File: config.mk
export PLATFORM = sky130hd
export DESIGN_NAME = cmpctl_top
export DESIGN_NICKNAME = d
export VERILOG_FILES = /design/src/cmpctl_pkg.sv /design/src/cmpctl_sync.sv /design/src/cmpctl_top.sv
export SDC_FILE = /design/constraint.sdc
export NUM_CORES = 1
export LEC_CHECK = 0
export BUFFER_PORTS_ARGS = -buffer_cell sky130_fd_sc_hd__buf_2
export CORE_MARGIN = 8
export CORE_UTILIZATION = 46
export DETAILED_ROUTE_END_ITERATION = 6
export PLACE_DENSITY = 0.9
export SLEW_MARGIN = 10
export SYNTH_ARGS = -nofsm -noshare
export SYNTH_HDL_FRONTEND = slang
export SYNTH_SLANG_ARGS = --single-unit
File: constraint.sdc
create_clock -name CLK -period 1.07 [get_ports CLK]
set_input_delay 0.0535 -clock CLK [delete_from_list [all_inputs] [get_ports CLK]]
set_output_delay 0.0535 -clock CLK [all_outputs]
set_load 0.005 [all_outputs]
File: src/cmpctl_pkg.sv
/*
  Package for the comparator control logic: register addresses, field
  positions, reset values and carrier structs.
  Assumes an 8-bit special-function register port with an 8-bit address.
*/
package cmpctl_pkg;

  // ---------------------------------------------------------------
  // Register addresses
  // ---------------------------------------------------------------
  localparam logic [7:0] CMPCTL_ADDR_CONTROL = 8'h9b;
  localparam logic [7:0] CMPCTL_ADDR_MODE = 8'h9d;

  // ---------------------------------------------------------------
  // Control register fields
  // ---------------------------------------------------------------
  localparam int CMPCTL_BIT_ON = 7;
  localparam int CMPCTL_BIT_RESULT = 6;
  localparam int CMPCTL_BIT_RISE = 5;
  localparam int CMPCTL_BIT_FALL = 4;
  localparam int CMPCTL_POS_HI = 3;
  localparam int CMPCTL_POS_LO = 2;
  localparam int CMPCTL_NEG_HI = 1;
  localparam int CMPCTL_NEG_LO = 0;

  // ---------------------------------------------------------------
  // Mode register fields
  // ---------------------------------------------------------------
  localparam int CMPCTL_BIT_RISE_MASK = 5;
  localparam int CMPCTL_BIT_FALL_MASK = 4;
  localparam int CMPCTL_SPEED_HI = 1;
  localparam int CMPCTL_SPEED_LO = 0;

  // Hysteresis codes: off, 5 mV, 10 mV, 20 mV
  localparam logic [1:0] CMPCTL_HYST_OFF = 2'h0;
  localparam logic [1:0] CMPCTL_HYST_5MV = 2'h1;
  localparam logic [1:0] CMPCTL_HYST_10MV = 2'h2;
  localparam logic [1:0] CMPCTL_HYST_20MV = 2'h3;

  // Response speed codes, mode 0 fastest to mode 3 slowest
  localparam logic [1:0] CMPCTL_SPEED_RESET = 2'h2;

  localparam logic [7:0] CMPCTL_ZERO_BYTE = 8'h00;

  // ---------------------------------------------------------------
  // Carrier structs
  // ---------------------------------------------------------------
  typedef struct packed {
    logic [1:0] pos_hyst_sel;
    logic [1:0] neg_hyst_sel;
    logic [1:0] response_speed_sel;
    logic power_on;
  } cmpctl_analog_t;

  typedef struct packed {
    logic irq;
    logic reset_req;
    logic kill_trig;
  } cmpctl_event_t;

endpackage

File: src/cmpctl_sync.sv
/*
  Two-stage synchroniser for one level signal.
  Assumes the input may change at any time relative to the clock.
*/
`timescale 1ns/1ps
module cmpctl_sync (
  input wire logic clk, // Sampling clock
  input wire logic rst, // Asynchronous reset, active high
  input wire logic din, // Asynchronous level
  output logic dout // Synchronised level
);

  logic stage1;

  // Only the second stage reads the first
  always_ff @(posedge clk or posedge rst) begin
    if (rst) begin
      stage1 <= 1'b0;
      dout <= 1'b0;
    end else begin
      stage1 <= din;
      dout <= stage1;
    end
  end

endmodule

File: src/cmpctl_top.sv
/*
  Comparator control logic: control and mode registers on the special
  function register port, edge flags, interrupt request, latched and raw
  outputs, reset request and channel-kill trigger.
  The analog comparator, its input multiplexer and the pin crossbar sit
  outside; this block only drives their control levels and gates the
  result that they see.
  Assumes the core reads and writes whole bytes; unused bits read zero
  and ignore writes.
  Assumes the analog comparator drives CMP_RAW asynchronously and the core
  gives single-cycle read and write strobes with a stable address.
*/
`timescale 1ns/1ps
module cmpctl_top (
  input wire logic CLK, // System clock, 200 MHz
  input wire logic RST, // Asynchronous reset, active high
  input wire logic [7:0] SFR_ADDR, // Register address
  input wire logic [7:0] SFR_WDATA, // Write data
  input wire logic SFR_WE, // Write strobe, one cycle
  input wire logic SFR_RE, // Read strobe, one cycle
  output logic [7:0] SFR_RDATA, // Read data, registered
  output logic SFR_HIT, // Address selects this block
  input wire logic CMP_RAW, // Analog comparison result
  output logic LATCHED_CMP_OUT, // Synchronous output to crossbar
  output logic RAW_CMP_OUT, // Asynchronous output to crossbar
  output logic [1:0] POS_HYST_SEL, // Positive hysteresis control
  output logic [1:0] NEG_HYST_SEL, // Negative hysteresis control
  output logic [1:0] RESPONSE_SPEED_SEL, // Response mode control
  output logic CMP_POWER_EN, // Analog power enable
  output logic CMP_IRQ, // Interrupt request, level
  output logic CMP_RESET_REQ, // Reset request source, level
  output logic CMP_KILL_TRIG // Counter channel kill trigger, level
);

  // ---------------------------------------------------------------
  // State
  // ---------------------------------------------------------------
  logic comparator_on;
  logic rise_seen_flag;
  logic fall_seen_flag;
  logic [1:0] pos_hyst_sel;
  logic [1:0] neg_hyst_sel;
  logic rise_irq_mask;
  logic fall_irq_mask;
  logic [1:0] response_speed_sel;
  logic cmp_sync;
  logic cmp_prev;
  logic compare_result;
  logic rise_evt;
  logic fall_evt;
  logic ctrl_wr;
  logic mode_wr;
  logic ctrl_sel;
  logic mode_sel;
  logic next_rise_seen_flag;
  logic next_fall_seen_flag;
  logic rise_irq;
  logic fall_irq;
  logic [7:0] ctrl_word;
  logic [7:0] mode_word;
  logic [7:0] next_rdata;
  cmpctl_pkg::cmpctl_analog_t analog;
  cmpctl_pkg::cmpctl_event_t evt;

  // ---------------------------------------------------------------
  // Address decode
  // ---------------------------------------------------------------
  // Register selects, decoded once and shared by write and read paths
  assign ctrl_sel = (SFR_ADDR == cmpctl_pkg::CMPCTL_ADDR_CONTROL);
  assign mode_sel = (SFR_ADDR == cmpctl_pkg::CMPCTL_ADDR_MODE);

  // Write strobes per register
  assign ctrl_wr = SFR_WE && ctrl_sel;
  assign mode_wr = SFR_WE && mode_sel;

  // Hit flag lets the core's bus mux pick this block's read data
  assign SFR_HIT = ctrl_sel || mode_sel;

  // ---------------------------------------------------------------
  // Result synchronisation and edge detection
  // ---------------------------------------------------------------
  // Raw result is asynchronous; never sample it directly
  cmpctl_sync u_sync (
    .clk(CLK),
    .rst(RST),
    .din(CMP_RAW),
    .dout(cmp_sync)
  );

  // Previous synchronised value for edge detection
  always_ff @(posedge CLK or posedge RST) begin
    if (RST) begin
      cmp_prev <= 1'b0;
    end else begin
      cmp_prev <= cmp_sync;
    end
  end

  // Gated by enable so a powered-down comparator reads low
  assign compare_result = cmp_sync && comparator_on;
  assign rise_evt = comparator_on && cmp_sync && !cmp_prev;
  assign fall_evt = comparator_on && !cmp_sync && cmp_prev;

  // ---------------------------------------------------------------
  // Control register
  // ---------------------------------------------------------------
  // Enable bit; also powers the analog stage
  always_ff @(posedge CLK or posedge RST) begin
    if (RST) begin
      comparator_on <= 1'b0;
    end else if (ctrl_wr) begin
      comparator_on <= SFR_WDATA[cmpctl_pkg::CMPCTL_BIT_ON];
    end
  end

  // Positive hysteresis; a change may flag a false edge
  always_ff @(posedge CLK or posedge RST) begin
    if (RST) begin
      pos_hyst_sel <= cmpctl_pkg::CMPCTL_HYST_OFF;
    end else if (ctrl_wr) begin
      pos_hyst_sel <= SFR_WDATA[cmpctl_pkg::CMPCTL_POS_HI:cmpctl_pkg::CMPCTL_POS_LO];
    end
  end

  // Negative hysteresis; same hazard as the positive side
  always_ff @(posedge CLK or posedge RST) begin
    if (RST) begin
      neg_hyst_sel <= cmpctl_pkg::CMPCTL_HYST_OFF;
    end else if (ctrl_wr) begin
      neg_hyst_sel <= SFR_WDATA[cmpctl_pkg::CMPCTL_NEG_HI:cmpctl_pkg::CMPCTL_NEG_LO];
    end
  end

  // Next rising flag: a write loads it, a detected edge overrides the write
  always_comb begin
    next_rise_seen_flag = rise_seen_flag; // hardware never clears
    if (ctrl_wr) begin
      next_rise_seen_flag = SFR_WDATA[cmpctl_pkg::CMPCTL_BIT_RISE];
    end
    if (rise_evt) begin
      next_rise_seen_flag = 1'b1;
    end
  end

  // Rising flag register
  always_ff @(posedge CLK or posedge RST) begin
    if (RST) begin
      rise_seen_flag <= 1'b0;
    end else begin
      rise_seen_flag <= next_rise_seen_flag;
    end
  end

  // Next falling flag: same priority, so no edge is lost to a clear
  always_comb begin
    next_fall_seen_flag = fall_seen_flag; // hardware never clears
    if (ctrl_wr) begin
      next_fall_seen_flag = SFR_WDATA[cmpctl_pkg::CMPCTL_BIT_FALL];
    end
    if (fall_evt) begin
      next_fall_seen_flag = 1'b1;
    end
  end

  // Falling flag register
  always_ff @(posedge CLK or posedge RST) begin
    if (RST) begin
      fall_seen_flag <= 1'b0;
    end else begin
      fall_seen_flag <= next_fall_seen_flag;
    end
  end

  // ---------------------------------------------------------------
  // Mode register
  // ---------------------------------------------------------------
  // Rising mask; unused mode bits are not stored
  always_ff @(posedge CLK or posedge RST) begin
    if (RST) begin
      rise_irq_mask <= 1'b0;
    end else if (mode_wr) begin
      rise_irq_mask <= SFR_WDATA[cmpctl_pkg::CMPCTL_BIT_RISE_MASK];
    end
  end

  // Falling mask
  always_ff @(posedge CLK or posedge RST) begin
    if (RST) begin
      fall_irq_mask <= 1'b0;
    end else if (mode_wr) begin
      fall_irq_mask <= SFR_WDATA[cmpctl_pkg::CMPCTL_BIT_FALL_MASK];
    end
  end

  // Response speed; slower modes trade reaction time for current
  always_ff @(posedge CLK or posedge RST) begin
    if (RST) begin
      response_speed_sel <= cmpctl_pkg::CMPCTL_SPEED_RESET;
    end else if (mode_wr) begin
      response_speed_sel <= SFR_WDATA[cmpctl_pkg::CMPCTL_SPEED_HI:cmpctl_pkg::CMPCTL_SPEED_LO];
    end
  end

  // ---------------------------------------------------------------
  // Read path
  // ---------------------------------------------------------------
  // Control word as the core sees it; result bit is live, not stored
  always_comb begin
    ctrl_word = cmpctl_pkg::CMPCTL_ZERO_BYTE;
    ctrl_word[cmpctl_pkg::CMPCTL_BIT_ON] = comparator_on;
    ctrl_word[cmpctl_pkg::CMPCTL_BIT_RESULT] = compare_result;
    ctrl_word[cmpctl_pkg::CMPCTL_BIT_RISE] = rise_seen_flag;
    ctrl_word[cmpctl_pkg::CMPCTL_BIT_FALL] = fall_seen_flag;
    ctrl_word[cmpctl_pkg::CMPCTL_POS_HI:cmpctl_pkg::CMPCTL_POS_LO] = pos_hyst_sel;
    ctrl_word[cmpctl_pkg::CMPCTL_NEG_HI:cmpctl_pkg::CMPCTL_NEG_LO] = neg_hyst_sel;
  end

  // Mode word; unused bits stay zero
  always_comb begin
    mode_word = cmpctl_pkg::CMPCTL_ZERO_BYTE;
    mode_word[cmpctl_pkg::CMPCTL_BIT_RISE_MASK] = rise_irq_mask;
    mode_word[cmpctl_pkg::CMPCTL_BIT_FALL_MASK] = fall_irq_mask;
    mode_word[cmpctl_pkg::CMPCTL_SPEED_HI:cmpctl_pkg::CMPCTL_SPEED_LO] = response_speed_sel;
  end

  // Read mux; unmapped addresses return zero
  always_comb begin
    next_rdata = cmpctl_pkg::CMPCTL_ZERO_BYTE;
    if (ctrl_sel) begin
      next_rdata = ctrl_word;
    end else if (mode_sel) begin
      next_rdata = mode_word;
    end
  end

  // Read data captured on the read strobe, held until the next read
  always_ff @(posedge CLK or posedge RST) begin
    if (RST) begin
      SFR_RDATA <= cmpctl_pkg::CMPCTL_ZERO_BYTE;
    end else if (SFR_RE) begin
      SFR_RDATA <= next_rdata;
    end
  end

  // ---------------------------------------------------------------
  // Outputs to analog and system
  // ---------------------------------------------------------------
  // Analog controls gathered in one carrier
  always_comb begin
    analog.pos_hyst_sel = pos_hyst_sel;
    analog.neg_hyst_sel = neg_hyst_sel;
    analog.response_speed_sel = response_speed_sel;
    analog.power_on = comparator_on;
  end

  assign POS_HYST_SEL = analog.pos_hyst_sel;
  assign NEG_HYST_SEL = analog.neg_hyst_sel;
  assign RESPONSE_SPEED_SEL = analog.response_speed_sel;
  assign CMP_POWER_EN = analog.power_on;

  // Latched output from flops; low while disabled
  always_ff @(posedge CLK or posedge RST) begin
    if (RST) begin
      LATCHED_CMP_OUT <= 1'b0;
    end else begin
      LATCHED_CMP_OUT <= compare_result;
    end
  end

  // Raw path has no flop so it keeps working with the clock stopped
  assign RAW_CMP_OUT = CMP_RAW && comparator_on;

  // Per-edge requests, each gated by its own mask
  assign rise_irq = rise_seen_flag && rise_irq_mask;
  assign fall_irq = fall_seen_flag && fall_irq_mask;

  // Event outputs; reset and kill use the synchronised result
  always_comb begin
    evt.irq = rise_irq || fall_irq;
    evt.reset_req = compare_result;
    evt.kill_trig = compare_result;
  end

  assign CMP_IRQ = evt.irq;
  assign CMP_RESET_REQ = evt.reset_req;
  assign CMP_KILL_TRIG = evt.kill_trig;

endmodule

==> impl_metrics.env <==
export IMPL_max_slew_margin_pct=80.3
export IMPL_placed_cells=146
export IMPL_tns_ns=-0.0832
export IMPL_reg2reg_to="fall_seen_flag"
export IMPL_cpLargestDelayFamily="flip-flops"
export IMPL_clock_skew_ns=0.00642
export IMPL_synth_compound_area_share_pct=10.2
export IMPL_grt_pass1_vias=981
export IMPL_final_common_cell="buf_2"
export IMPL_syn_inst=71
export IMPL_root_buffer="clkbuf_4"
export IMPL_power_per_cell_area_nw_per_um2=1040
export IMPL_max_clock_freq_ghz=0.884
export IMPL_status="complete, but fails checks"
export IMPL_holdPathStages=3
export IMPL_path_depth=2
export IMPL_startpoint_type="register"
export IMPL_yosysSeqAreaShare_pct=58.6
export IMPL_required_ns=1.02
export IMPL_min_delay_worst_endpoint="SFR_RDATA[5]"
export IMPL_synth_top_area_share_pct=55.9
export IMPL_io_buffers=40
export IMPL_vdd_ir_drop_max_uv=934
export IMPL_place_detailed_hpwl_mm=1.88
export IMPL_endpoint_kind="output port"
export IMPL_synthFlopType="dfrtp_1"
export IMPL_grt_pass1_wl_mm=4.44
export IMPL_synth_xor_area_share_pct=0
export IMPL_crit_chain="a22o_1 -> buf_2"
export IMPL_grt_overflow=0
export IMPL_ant_nets=0
export IMPL_grt_max_degree=24
export IMPL_synth_area_per_cell_sq_um=13.9
export IMPL_core_area_sq_um=1980
export IMPL_die_area_sq_um=3880
export IMPL_finalCritPeriodShare_pct=106
export IMPL_vias=846
export IMPL_synthTopCellsByArea="dfrtp_1 56%, mux2_4 6.1%, mux2_2 5.7%"
export IMPL_clock_sinks=23
export IMPL_drt_total_wl_mm=2.68
export IMPL_fin_util_pct=74.9
export IMPL_criticalPathCategory="reg -> out"
export IMPL_drt_iter0_markers=16
export IMPL_cts_tree="built"
export IMPL_p_leak_nw=0.811
export IMPL_antenna_found_initial=0
export IMPL_netlist_area_sq_um=985
export IMPL_tightest_slew_ns=0.296
export IMPL_routedWlPerCell_um=16.2
export IMPL_synth_nets=92
export IMPL_drive_gt1_share_pct=55.4
export IMPL_synth_adder_area_share_pct=0
export IMPL_place_gp_congestion=0.777
export IMPL_viasPerCell=5.10
export IMPL_ys_warn_count=0
export IMPL_n_antenna_cell=0
export IMPL_io_pins=42
export IMPL_synthMuxAreaShare_pct=12.8
export IMPL_finalHoldViolations=0
export IMPL_r2r_start="CMP_POWER_EN"
export IMPL_maxCapViolations=0
export IMPL_r2r_cells=4
export IMPL_cpPeakStageDelay_ns=0.41
export IMPL_synth_edf_count=0
export IMPL_rows=16
export IMPL_cts_max_path_buffers=2
export IMPL_failed_checks="negative setup slack"
export IMPL_ys_ff_latch=23
export IMPL_clk_pin_slew_worst_paths_ns=0.12
export IMPL_cp_max_fo=2
export IMPL_finalSetupViolations=5
export IMPL_slowest_stage="dfrtp_1"
export IMPL_numCtsBuffers=3
export IMPL_synth_cell_types=24
export IMPL_die_w_um=62.3
export IMPL_final_instance_count_excl_fill=166
export IMPL_syn_to_final_growth_pct=50.8
export IMPL_ff2ff_setup_slack_ns=0
export IMPL_mostFrequentLayoutCells="38 x buf_2, 22 x dfrtp_1, 14 x buf_4, 9 x dlygate4sd3_1"
export IMPL_maxSlewViolCount=0
export IMPL_synth_top_family_by_area="simple AND/OR/NAND/NOR gates"
export IMPL_async_reset_ff_share_pct=100
export IMPL_hold_start="SFR_RE"
export IMPL_rsz0062_at_grt="yes"
export IMPL_crit_arrival_ns=1.08
export IMPL_synth_simple_gate_area_share_pct=14.9
export IMPL_hp_class="in -> reg"
export IMPL_grtUsageTotal_pct=14.0
export IMPL_dr_pass1_iters=4
export IMPL_drc=0
export IMPL_start_util_pct=49.7
export IMPL_synth_area_leader_cell="dfrtp_1"
export IMPL_die_height_um=62.3
export IMPL_htree_levels=1
export IMPL_clk_latency_ns=0.31
export IMPL_fin_nets=161
export IMPL_fin_ws_ns=-0.0613
export IMPL_timing_critical_path_buf_inv=1
export IMPL_finalCriticalPeriod_ns=1.13
[sequential cells by signal, summed over array words and instances (netlist names)]
register and cells:
fall_seen_flag 1, CMP_POWER_EN 1, fall_irq_mask 1, LATCHED_CMP_OUT 1
u_sync.dout 1, NEG_HYST_SEL 2, u_sync.stage1 1, cmp_prev 1
rise_irq_mask 1, RESPONSE_SPEED_SEL 2, rise_seen_flag 1, POS_HYST_SEL 2
SFR_RDATA 8
[synth_stat cells (2+ instances only)]
master	count
mux2_4	4
a22o_1	5
dfrtp_1	22
a221o_1	4
nor2_1	2
nand2_1	2
nor2b_1	4
or4_1	2
nand2b_1	2
mux2_2	5
inv_1	6
[cell type report]
cell class	instances	area (sq um)
Fill cell	121	497
Inverter	6	22.5
Clock inverter	1	5.00
Clock buffer	3	22.5
Tap cell	27	33.8
Sequential cell	23	577
Timing Repair Buffer	66	442
Multi-Input combinational cell	40	383
[kinds of logic after synthesis]
family                 count (synthesis)
flip-flops                            23
buffers and inverters                  8
AND/OR/NAND/NOR                       19
AO/OA/AOI/OAI                         11
multiplexers                          10
[through the flow]
stage	setup slack (ns)	power, mW	hold WS [ns]	area (sq um)
after floorplan	-0.299	1.00	0.0547	995
after global placement	-0.294	1.09	0.0920	1280
after global routing	-0.135	1.61	0.132	1490
after CTS	-0.0603	1.53	0.113	1460
after detailed placement	-0.318	1.10	0.113	1280
final	-0.0613	1.54	0.124	1490
[worst max-delay path by stage]
stage              startpoint  slack (ns)               endpoint
3_5_place_dp      SFR_ADDR[6]       -0.32          fall_irq_mask
4_1_cts        fall_seen_flag       -0.06                CMP_IRQ
3_3_place_gp      SFR_ADDR[6]       -0.29          rise_irq_mask
5_1_grt        fall_seen_flag       -0.13                CMP_IRQ
2_1_floorplan     SFR_ADDR[6]       -0.30  RESPONSE_SPEED_SEL[0]
6_report       fall_seen_flag       -0.06                CMP_IRQ
[timing repair]
item	CTS	global route
gates resized for setup	3	5
pin swaps	1	2
buffers inserted	6	1
setup endpoints to repair	4	7
endpoints found under the hold margin	32	0
hold buffers	9	0
[layer usage]
metal	track usage, %	up-vias	part of all wire [%]
li1	-	393	-
met1	16.6	420	43
met2	23.3	31	51
met3	3.58	2	5.0
met4	5.98	0	0.41
met5	0	-	0
[worst min-delay path: cells and delay by family]
kind,cells,cell delay [ns]
and+or+nand+nor,1,0.11
buffers and inverters,1,0.13
AOI/OAI and AO/OA,1,0.11
[where the power goes]
| group | internal (mW) | switching [mW] |
|---|---|---|
| registers | 0.899 | 0.0221 |
| clock network | 0.140 | 0.263 |
| logic | 0.127 | 0.0881 |
Note: power is estimated with default switching activity, not from simulation.
